==> src/lock_map.svh <==
/*
 * Constants of the partition bus-lock tracker: port numbering, timing
 * and reset values.
 * Assumes a single 25 MHz core clock and one partition per instance.
 */
`ifndef LOCK_MAP_SVH
`define LOCK_MAP_SVH

// Number of switch ports in the partition and the upstream port index.
`define LK_NPORT            16
`define LK_UP_PORT          0

// Core clock period in nanoseconds.
`define LK_CLK_PERIOD_NS    40

// Time a held packet waits before the switch discards it, in microseconds.
`define LK_HOLD_TIMEOUT_US  50000

// Hold time in core clock cycles, rounded down.
`define LK_HOLD_CYCLES \
    ((`LK_HOLD_TIMEOUT_US * 1000) / `LK_CLK_PERIOD_NS)

// Reset value of the lock state outputs.
`define LK_RST_LOCKED       1'b0

`endif

==> src/lock_pkg.sv <==
/*
 * Types shared by both ends of the partition bus-lock link.
 * Assumes lock_map.svh supplies the numeric constants.
 */
package lock_pkg;

    // Kind of transaction carried by one packet descriptor.
    typedef enum logic [3:0] {
        K_MWR,
        K_MRD,
        K_MRDLK,
        K_CPL,
        K_CPLD,
        K_CPLLK,
        K_CPLDLK,
        K_CFG,
        K_UNLOCK,
        K_MSG,
        K_OWNMSG
    } tlp_kind_e;

    // Lock progress of the partition.
    typedef enum logic [1:0] {
        S_IDLE,
        S_DN_LOCKED,
        S_BUS_LOCKED
    } lock_state_e;

    // State of the traffic source at the far end.
    typedef enum logic [0:0] {
        P_IDLE,
        P_WAIT
    } party_state_e;

endpackage

==> src/lock_link_if.sv <==
/*
 * Link between the switch partition and the parties around it.
 * Assumes both ends run on ref_clk; no clocking block is used.
 */
`include "lock_map.svh"

interface lock_link_if
    import lock_pkg::*;
#(
    parameter int NPORT = `LK_NPORT,
    parameter int PW    = $clog2(NPORT)
);
    // Packet offered by the parties.
    logic            pkt_valid;
    logic [PW-1:0]   pkt_src;
    logic [PW-1:0]   pkt_dst;
    tlp_kind_e       pkt_kind;
    logic            pkt_vc0;
    logic            pkt_ack;
    // Side-band register access.
    logic            sb_req;
    logic            sb_ack;
    // Lock status seen by the parties.
    logic            bus_locked;
    logic            dn_locked;
    logic [PW-1:0]   lock_port;

    // Switch partition end.
    modport switch_end (
        input  pkt_valid, pkt_src, pkt_dst, pkt_kind, pkt_vc0, sb_req,
        output pkt_ack, sb_ack, bus_locked, dn_locked, lock_port
    );

    // Root complex and endpoint end.
    modport party_end (
        output pkt_valid, pkt_src, pkt_dst, pkt_kind, pkt_vc0, sb_req,
        input  pkt_ack, sb_ack, bus_locked, dn_locked, lock_port
    );
endinterface

==> src/hold_timer.sv <==
/*
 * Counts how long a packet has been held back by a lock.
 * Assumes run stays high for as long as the same packet waits.
 */
module hold_timer #(
    parameter int LIMIT = 16,
    parameter int CW    = $clog2(LIMIT + 1)
) (
    // Clock and reset.
    input  wire logic ref_clk,
    input  wire logic rst_n,
    // Control and result.
    input  wire logic run,
    output logic      expired
);
    logic [CW-1:0] cnt_q;
    wire           at_limit = (cnt_q == CW'(LIMIT));

    // Count while held, restart once the wait ends.
    always_ff @(posedge ref_clk or negedge rst_n) begin
        if (!rst_n) begin
            cnt_q <= '0;
        end else if (!run) begin
            cnt_q <= '0;
        end else if (!at_limit) begin
            cnt_q <= cnt_q + CW'(1);
        end
    end

    assign expired = at_limit;
endmodule

==> src/lock_switch_end.sv <==
/*
 * Bus-lock tracker of one switch partition: establishes, keeps and
 * releases a legacy lock, holds VC0 packets aimed at locked ports and
 * orders locked requests, completions and Unlock behind posted traffic.
 * Assumes the egress queues report pending posted requests per port on
 * posted_pend and that port `LK_UP_PORT is the upstream switch port.
 */
// Notes on behaviour
// - One lock at a time, upstream to downstream.
// - Locked read forwarded, then its port locked.
// - Only VC0 packets are held by locks.
// - Posted traffic leaves before the locked read.
// - Locked downstream port blocks nothing else.
// - Locked data completion forwarded, upstream then locked.
// - Posted traffic upstream leaves before locked data completion.
// - Bus-locked once completion returned, upstream locked.
// - Host sends no configuration access while locked.
// - Side-band register access keeps working while locked.
// - Further locked reads and completions keep state.
// - Host memory writes pass without changing state.
// - Locked ports still insert own messages.
// - Host sends only writes, locked reads, Unlock.
// - Endpoint returns only locked completions while locked.
// - Host sends nothing to unlocked downstream ports.
// - Unlock frees partition and goes to locked port.
// - Posted traffic queued at the locked port leaves before unlocking.
// - Unlock at an unlocked partition is ignored.
// - Held packets wait, or drop on timeout.
`include "lock_map.svh"

module lock_switch_end
    import lock_pkg::*;
#(
    parameter int NPORT      = `LK_NPORT,
    parameter int PW         = $clog2(NPORT),
    parameter int HOLD_LIMIT = `LK_HOLD_CYCLES
) (
    // Clock and reset.
    input  wire logic            ref_clk,
    input  wire logic            rst_n,
    // Link to the parties.
    lock_link_if.switch_end      link,
    // Egress queue status.
    input  wire logic [NPORT-1:0] posted_pend,
    // Forwarded packet.
    output logic                 fwd_valid_q,
    output logic [PW-1:0]        fwd_src_q,
    output logic [PW-1:0]        fwd_dst_q,
    output tlp_kind_e            fwd_kind_q,
    // Discarded packet and hold status.
    output logic                 drop_q,
    output logic                 held_q,
    // Side-band register access.
    output logic                 sb_access_q,
    // Lock status.
    output logic                 bus_locked_q,
    output logic                 dn_locked_q,
    output logic [PW-1:0]        lock_port_q
);
    localparam logic [PW-1:0] UP = PW'(`LK_UP_PORT);

    lock_state_e   state_q;
    lock_state_e   state_d;
    logic [PW-1:0] lock_port_d;
    logic          ack_q;
    logic          sb_ack_q;
    logic          expired;

    // True when the port number is the upstream switch port.
    function automatic logic is_up(input logic [PW-1:0] p);
        return p == UP;
    endfunction

    // Descriptor fields on the link.
    wire           pkt_new  = link.pkt_valid && !ack_q;
    wire [PW-1:0]  src      = link.pkt_src;
    wire [PW-1:0]  dst      = link.pkt_dst;
    wire tlp_kind_e kind    = link.pkt_kind;
    wire           from_up  = is_up(src);
    wire           to_up    = is_up(dst);
    wire           locked_a = (state_q != S_IDLE);
    wire           locked_b = (state_q == S_BUS_LOCKED);

    // Messages that a port inserts itself are never held.
    wire           own_msg  = (kind == K_OWNMSG);
    wire           lockable = link.pkt_vc0 && !own_msg;

    // Downstream lock holds VC0 traffic aimed at it from others.
    wire           dn_block = locked_a && (dst == lock_port_q)
                              && !from_up;
    // Upstream lock holds VC0 traffic aimed at it from others.
    wire           up_block = locked_b && to_up
                              && (src != lock_port_q);
    // Other destinations are never held by this lock.
    wire           blocked  = lockable
                              && (dn_block || up_block);

    // Locked read waits for posted writes queued at its egress.
    wire           rdlk_wait = (kind == K_MRDLK)
                               && posted_pend[dst];
    // Locked data completion waits for posted writes queued upstream.
    wire           cpl_wait  = (kind == K_CPLDLK) && locked_a
                               && (src == lock_port_q)
                               && posted_pend[UP];
    // Unlock waits for posted writes queued at the locked port's egress.
    wire           unl_wait  = (kind == K_UNLOCK) && locked_a
                               && posted_pend[lock_port_q];
    wire           order_wait = rdlk_wait || cpl_wait || unl_wait;

    // Unlock is taken from the upstream port at a locked partition.
    wire           unlock_ok = (kind == K_UNLOCK) && from_up && locked_a;
    // An Unlock with no lock to release is swallowed.
    wire           unlock_ign = (kind == K_UNLOCK) && !unlock_ok;

    // A held packet is taken either when freed or when it times out.
    wire           pass     = pkt_new && !blocked && !order_wait;
    wire           discard  = pkt_new && blocked && expired;
    wire           take     = pass || discard;
    wire           fwd_now  = pass && !unlock_ign;
    wire [PW-1:0]  fwd_dst  = unlock_ok ? lock_port_q : dst;

    // Hold timer runs only while a packet waits on a lock.
    hold_timer #(
        .LIMIT   (HOLD_LIMIT)
    ) u_hold (
        .ref_clk (ref_clk),
        .rst_n   (rst_n),
        .run     (pkt_new && blocked),
        .expired (expired)
    );

    // Lock progress; only packets actually forwarded move it.
    always_comb begin
        state_d     = state_q;
        lock_port_d = lock_port_q;
        if (pass) begin
            case (state_q)
                S_IDLE: begin
                    // A second lock cannot start while one is held.
                    if (kind == K_MRDLK && from_up && !to_up) begin
                        state_d     = S_DN_LOCKED;
                        lock_port_d = dst;
                    end
                end
                S_DN_LOCKED: begin
                    if (unlock_ok) begin
                        state_d = S_IDLE;
                    end else if (kind == K_CPLDLK
                                 && src == lock_port_q
                                 && to_up) begin
                        state_d = S_BUS_LOCKED;
                    end
                end
                S_BUS_LOCKED: begin
                    // Reads, writes and completions leave state alone.
                    if (unlock_ok) begin
                        state_d = S_IDLE;
                    end else begin
                        state_d = S_BUS_LOCKED;
                    end
                end
                default: begin
                    state_d = S_IDLE;
                end
            endcase
        end
    end

    // Lock state and its status outputs.
    always_ff @(posedge ref_clk or negedge rst_n) begin
        if (!rst_n) begin
            state_q      <= S_IDLE;
            lock_port_q  <= UP;
            bus_locked_q <= `LK_RST_LOCKED;
            dn_locked_q  <= `LK_RST_LOCKED;
        end else begin
            state_q      <= state_d;
            lock_port_q  <= lock_port_d;
            bus_locked_q <= (state_d == S_BUS_LOCKED);
            dn_locked_q  <= (state_d != S_IDLE);
        end
    end

    // Packet acceptance, forwarding and discard reports.
    always_ff @(posedge ref_clk or negedge rst_n) begin
        if (!rst_n) begin
            ack_q       <= 1'b0;
            fwd_valid_q <= 1'b0;
            fwd_src_q   <= UP;
            fwd_dst_q   <= UP;
            fwd_kind_q  <= K_MWR;
            drop_q      <= 1'b0;
            held_q      <= 1'b0;
        end else begin
            ack_q       <= take;
            fwd_valid_q <= fwd_now;
            drop_q      <= discard;
            held_q      <= pkt_new && blocked && !expired;
            if (fwd_now) begin
                fwd_src_q  <= src;
                fwd_dst_q  <= fwd_dst;
                fwd_kind_q <= kind;
            end
        end
    end

    // Side-band access is answered whatever the lock state.
    always_ff @(posedge ref_clk or negedge rst_n) begin
        if (!rst_n) begin
            sb_ack_q    <= 1'b0;
            sb_access_q <= 1'b0;
        end else begin
            sb_ack_q    <= link.sb_req && !sb_ack_q;
            sb_access_q <= link.sb_req && !sb_ack_q;
        end
    end

    // Answers and status on the link.
    assign link.pkt_ack    = ack_q;
    assign link.sb_ack     = sb_ack_q;
    assign link.bus_locked = bus_locked_q;
    assign link.dn_locked  = dn_locked_q;
    assign link.lock_port  = lock_port_q;

endmodule
==> src/flat_wrapper.sv <==
// flat-port wrapper written by rule: the top's interface ports become plain ports
module lock_switch_end_flat import lock_pkg::*;
#(
    parameter int NPORT      = `LK_NPORT,
    parameter int PW         = $clog2(NPORT),
    parameter int HOLD_LIMIT = `LK_HOLD_CYCLES
)
  (ref_clk, rst_n, posted_pend, fwd_valid_q, fwd_src_q, fwd_dst_q, fwd_kind_q, drop_q, held_q, sb_access_q, bus_locked_q, dn_locked_q, lock_port_q, link_pkt_valid, link_pkt_src, link_pkt_dst, link_pkt_kind, link_pkt_vc0, link_sb_req, link_pkt_ack, link_sb_ack, link_bus_locked, link_dn_locked, link_lock_port);
  lock_link_if #(.NPORT(NPORT), .PW(PW)) link_i ();
  input  wire logic ref_clk;
  input  wire logic rst_n;
  input  wire logic [NPORT-1:0] posted_pend;
  output logic fwd_valid_q;
  output logic [PW-1:0] fwd_src_q;
  output logic [PW-1:0] fwd_dst_q;
  output tlp_kind_e fwd_kind_q;
  output logic drop_q;
  output logic held_q;
  output logic sb_access_q;
  output logic bus_locked_q;
  output logic dn_locked_q;
  output logic [PW-1:0] lock_port_q;
  input wire logic [$bits(link_i.pkt_valid)-1:0] link_pkt_valid;
  input wire logic [$bits(link_i.pkt_src)-1:0] link_pkt_src;
  input wire logic [$bits(link_i.pkt_dst)-1:0] link_pkt_dst;
  input wire logic [$bits(link_i.pkt_kind)-1:0] link_pkt_kind;
  input wire logic [$bits(link_i.pkt_vc0)-1:0] link_pkt_vc0;
  input wire logic [$bits(link_i.sb_req)-1:0] link_sb_req;
  output wire logic [$bits(link_i.pkt_ack)-1:0] link_pkt_ack;
  output wire logic [$bits(link_i.sb_ack)-1:0] link_sb_ack;
  output wire logic [$bits(link_i.bus_locked)-1:0] link_bus_locked;
  output wire logic [$bits(link_i.dn_locked)-1:0] link_dn_locked;
  output wire logic [$bits(link_i.lock_port)-1:0] link_lock_port;
  assign link_i.pkt_valid = link_pkt_valid;
  assign link_i.pkt_src = link_pkt_src;
  assign link_i.pkt_dst = link_pkt_dst;
  assign link_i.pkt_kind = link_pkt_kind;
  assign link_i.pkt_vc0 = link_pkt_vc0;
  assign link_i.sb_req = link_sb_req;
  assign link_pkt_ack = link_i.pkt_ack;
  assign link_sb_ack = link_i.sb_ack;
  assign link_bus_locked = link_i.bus_locked;
  assign link_dn_locked = link_i.dn_locked;
  assign link_lock_port = link_i.lock_port;
  lock_switch_end #(.NPORT(NPORT), .PW(PW), .HOLD_LIMIT(HOLD_LIMIT)) u_core (.ref_clk(ref_clk), .rst_n(rst_n), .link(link_i), .posted_pend(posted_pend), .fwd_valid_q(fwd_valid_q), .fwd_src_q(fwd_src_q), .fwd_dst_q(fwd_dst_q), .fwd_kind_q(fwd_kind_q), .drop_q(drop_q), .held_q(held_q), .sb_access_q(sb_access_q), .bus_locked_q(bus_locked_q), .dn_locked_q(dn_locked_q), .lock_port_q(lock_port_q));
endmodule
==> config.mk <==
export PLATFORM = sky130hd
export DESIGN_NAME = lock_switch_end_flat
export DESIGN_NICKNAME = d
export VERILOG_FILES = /design/src/lock_pkg.sv /design/src/lock_link_if.sv /design/src/hold_timer.sv /design/src/lock_switch_end.sv /design/src/flat_wrapper.sv
export VERILOG_INCLUDE_DIRS = /design/src /design/src/src
export SDC_FILE = /design/constraint.sdc
export NUM_CORES = 1
export LEC_CHECK = 0
export ABC_AREA = 1
export BUFFER_PORTS_ARGS = -buffer_cell sky130_fd_sc_hd__clkbuf_2
export CAP_MARGIN = 15
export CORE_UTILIZATION = 55
export CTS_CLUSTER_SIZE = 30
export DETAILED_ROUTE_END_ITERATION = 8
export HOLD_SLACK_MARGIN = 0.1
export PLACE_DENSITY = 0.87
export SETUP_SLACK_MARGIN = 0.5
export SLEW_MARGIN = 20
export SYNTH_ARGS = -nofsm -noshare
export SYNTH_HDL_FRONTEND = slang
export SYNTH_SLANG_ARGS = --single-unit
==> constraint.sdc <==
create_clock -name ref_clk -period 2.2 [get_ports ref_clk]
set_clock_uncertainty 0.1 [all_clocks]
set_input_delay 0.11 -clock ref_clk [delete_from_list [all_inputs] [get_ports ref_clk]]
set_output_delay 0.11 -clock ref_clk [all_outputs]
set_load 0.1 [all_outputs]
==> run summary <==
The fill cell instance count of the final layout is 332, and the share of power burned in the clock network is 26.6%. The final HPWL from detailed placement is 5.67 mm. By area the synthesized netlist is led by sky130_fd_sc_hd__dfrtp_1, sky130_fd_sc_hd__nand2_1, sky130_fd_sc_hd__inv_1, sky130_fd_sc_hd__nor2_1, sky130_fd_sc_hd__nand4_1.

Once routing completed, OpenROAD measured the worst setup slack at 155 ps. Most frequently used cell type in the post-synthesis netlist: sky130_fd_sc_hd__nand2_1. The layer flagged by global routing as most heavily used is met2. Data on the critical path arrives at its endpoint at 2130 ps.

TritonCTS built the clock tree. The maximum frequency from static timing analysis was 489 MHz. The tools report the register share of total power as 37.4%.

The first routing iteration left 373 violations. Setup violation total in the final timing report: 0. Once the floorplan was initialized, standard cells occupied 57.4% of the core. The global router's overall resource usage was 32.0%; the synthesized area was 0.00295 mm^2. STA puts the critical path data required time at 2290 ps. The maximum number of pins on one net before global-route repair is 38, and the chip height is 75.2 um.

The worst setup slack for register-to-register paths is 150 ps, and the internal portion of total power is 0.00145 W. The total of flip-flops plus latches after synthesis was 46. The final layout contains 568 nets. The tree is rooted in a sky130_fd_sc_hd__clkbuf_8. The peak supply drop is 0.491 mV. The fraction of final layout cells sized beyond drive strength 1 is 30.1%, and the area growth from synthesis to final layout is 35.8%. Timing analysis after detailed placement gives a worst setup slack of 142 ps. For the worst flop-to-flop path, the logic depth is 12. The die covers 0.00566 mm^2. sky130_fd_sc_hd__dfrtp_1 takes more of the synthesized area than any other cell.

Summed over all failing endpoints, the final setup total negative slack is 0 ps. The number of violations of the max-capacitance limit was 0; the CTS H-tree depth was 2. The post-detailed-route wirelength per cell works out to 15.8 um. Setup repair after global routing could not meet its margin everywhere. After global routing the overflow that remains totals 0. For the global-route wire length before repair, the log shows 13.7 mm. Per report_power, the combinational group accounts for 36.1% of the total. Global routing consumed, on the met1 layer, 38.2% of the routing resources. For the pin with the worst max-slew slack, the measured transition is 895 ps. The count of boundary I/O pins came out at 63. For this design the static power due to leakage is 2.06 nW. After detailed routing, the number of remaining DRC violations is 0.

The tools report the count of different cell masters after synthesis as 25. The classification of the worst setup path is flop to flop. The cell depth of the worst min-delay path works out to 3.

The top-area cell type share of the netlist area came out at 39.0%. Synthesis produced a netlist whose cell count is 441. The final critical path takes up 93.0% of the cycle. The top fanout value on the critical path is 7.

The endpoint type of the worst setup path was a flop. After synthesis, flip-flops and latches occupy 39.0% of the total area. The average size of a mapped cell was 6.69 um^2; the via-per-instance ratio was 5.80.

The first detailed-routing pass ran for 5 iterations. The global routing met2 resource utilization came out at 55.2%. The maximum count of clock buffers along a single path came out at 2. The congestion estimate from routability-driven global placement came to 0.945. The worst setup path is launched from a flop. In this run the power density over the cells is 633 mW/mm^2.

The min-delay analysis places its worst path in the category input port to flop. The shortest clock period the worst path allows after layout was 2050 ps. Counting every net in the synthesized netlist gives 476. The number of antenna violations at the first check in global routing was 0. The detailed-route wire length is 9.53 mm, and the final count of pins violating max slew is 0. The run finished with clean final reports.

The most used flip-flop cell after synthesis is sky130_fd_sc_hd__dfrtp_1. The number of enable flip-flop cells after synthesis is 0, and the area of the placeable core is 0.00514 mm^2. Yosys printed 0 warnings. Count of input and output buffers: 62. In this run the tightest slew margin relative to its limit is 40.3%. The via count of the first global-routing pass is 3054, and the number of hold violations in the final report is 0.

In the synthesized netlist, the cells that appear most often are sky130_fd_sc_hd__nand2_1, sky130_fd_sc_hd__inv_1, sky130_fd_sc_hd__dfrtp_1. The floorplan step set the die width to 75.2 um. The switching share of power is 42.7%.

The analysis attributes to net switching a power of 0.00108 W. The clock net in this run drives a total of 46 sinks. The count of inserted antenna diode cells was 0; the async set or reset register ratio after synthesis was 100%.

After clock tree synthesis, the clock-pin slew on the worst setup and hold paths is 100 ps. The logs give 0 for the post-route antenna net violation count and 5 for the number of buffers added by the clock tree synthesis step. The via count is 3503, and the met3 usage is 6.43%. The floorplan has 26 rows. Clock latency on the worst-skew pair, taken at its later pin, is 310 ps.
-- metal layers --
metal	routed length (um)	up-vias
met3	807	60
met2	4620	235
met5	0	-
met4	483	0
li1	-	1589
met1	3620	1619
-- placed cells by master (no fill, tap or decap), types with 3 or more instances in the layout --
master and instances:
sky130_fd_sc_hd__a21oi_1 9, sky130_fd_sc_hd__a31oi_1 3, sky130_fd_sc_hd__buf_12 4, sky130_fd_sc_hd__buf_4 16
sky130_fd_sc_hd__buf_6 4, sky130_fd_sc_hd__clkbuf_2 62, sky130_fd_sc_hd__clkbuf_8 6, sky130_fd_sc_hd__dfrtp_1 40
sky130_fd_sc_hd__dfrtp_4 4, sky130_fd_sc_hd__dlygate4sd3_1 13, sky130_fd_sc_hd__inv_1 53, sky130_fd_sc_hd__inv_2 7
sky130_fd_sc_hd__nand2_1 134, sky130_fd_sc_hd__nand2_2 19, sky130_fd_sc_hd__nand2_4 4, sky130_fd_sc_hd__nand3_1 23
sky130_fd_sc_hd__nand3_2 3, sky130_fd_sc_hd__nand3_4 3, sky130_fd_sc_hd__nand4_1 26, sky130_fd_sc_hd__nor2_1 37
sky130_fd_sc_hd__nor2_2 3, sky130_fd_sc_hd__nor2_4 5, sky130_fd_sc_hd__nor3_1 9, sky130_fd_sc_hd__nor3_2 7
sky130_fd_sc_hd__o21ai_0 9, sky130_fd_sc_hd__o21ai_1 7
-- through the flow --
stage               hold slack, ps  cell area, um^2  utilization, %  instances  total power, W
finish                         174             4010            77.9        604         0.00254
detailed placement             179             3330            64.8        565         0.00179
global route                   213             4010            77.9        604         0.00262
floorplan                     -286             2990               -        441         0.00163
CTS                            152             3810            74.1        597         0.00248
global placement               171             3330            64.8        565         0.00178
-- registers in the layout (all words and copies together) (netlist names), 2 cells and up --
| signal | flops |
|---|---|
| u_core.fwd_kind_q | 4 |
| u_core.u_hold.cnt_q | 21 |
| u_core.state_q | 2 |
| u_core.fwd_src_q | 4 |
| u_core.link.lock_port | 4 |
| u_core.fwd_dst_q | 4 |
-- final timing paths --
kind / start / end
worst min-delay path: link_pkt_dst[0] / u_core.link.lock_port[0]
worst max-delay path: u_core.link.lock_port[0] / u_core.fwd_src_q[0]
max in group asynchronous: rst_n / u_core.u_hold.cnt_q[5]
worst min register to register: u_core.sb_access_q / u_core.sb_access_q
min in group asynchronous: rst_n / u_core.u_hold.cnt_q[0]
worst max register to register: u_core.link.lock_port[0] / u_core.fwd_src_q[0]
-- what timing repair did --
action / 4_1_cts / 5_1_grt
gates resized for setup: 35 / 30
setup endpoints to repair: 45 / 45
setup buffers: 10 / 6
pin swaps: 12 / 10
hold endpoints to repair: 47 / 0
cloned: 1 / 1
hold buffers: 13 / 0
-- cell families (layout without fill, tap and decap cells) --
| group | count (synthesis) | in the layout | share of synthesized area [%] |
|---|---|---|---|
| compound gates | 33 | 33 | 6.02 |
| xor+xnor | 2 | 2 | 0.594 |
| fa+ha+maj | 2 | 2 | 0.848 |
| buf+inv | 80 | 172 | 11.7 |
| flops | 46 | 46 | 39.0 |
| simple gates | 278 | 279 | 41.8 |
-- critical path, stage by stage (launching register included) --
cell,delay [ps]
sky130_fd_sc_hd__dfrtp_4,560
sky130_fd_sc_hd__nand2_4,100
sky130_fd_sc_hd__nand2_4,70
sky130_fd_sc_hd__nor2_4,150
sky130_fd_sc_hd__nand2_2,70
sky130_fd_sc_hd__nand2_2,80
sky130_fd_sc_hd__nand2_2,60
sky130_fd_sc_hd__nand2_2,80
sky130_fd_sc_hd__nand3_4,80
sky130_fd_sc_hd__nor2_8,220
sky130_fd_sc_hd__nand3_4,170
sky130_fd_sc_hd__nand2_2,110
sky130_fd_sc_hd__nand2_1,60
-- area by class of cell --
cell class,count,area (um^2),area share [%]
multi-input combinational,316,1670,41.6
tap,70,87.6,2.19
clock buffer,7,86.3,2.16
sequential,46,1170,29.2
inverter,64,255,6.37
timing repair buffer,100,711,17.7
clock inverter,1,30.0,0.750
-- power groups by stage --
stage	sequential, W	combinational, W	clock (W)
final	0.000947	0.000914	0.000674
after global placement	0.000954	0.000824	0
after global routing	0.000955	0.000961	0.000701
after floorplan	0.00137	0.000264	0
after CTS	0.000940	0.000876	0.000666
after detailed placement	0.000957	0.000831	0
Power figures use the tool's default switching activity.
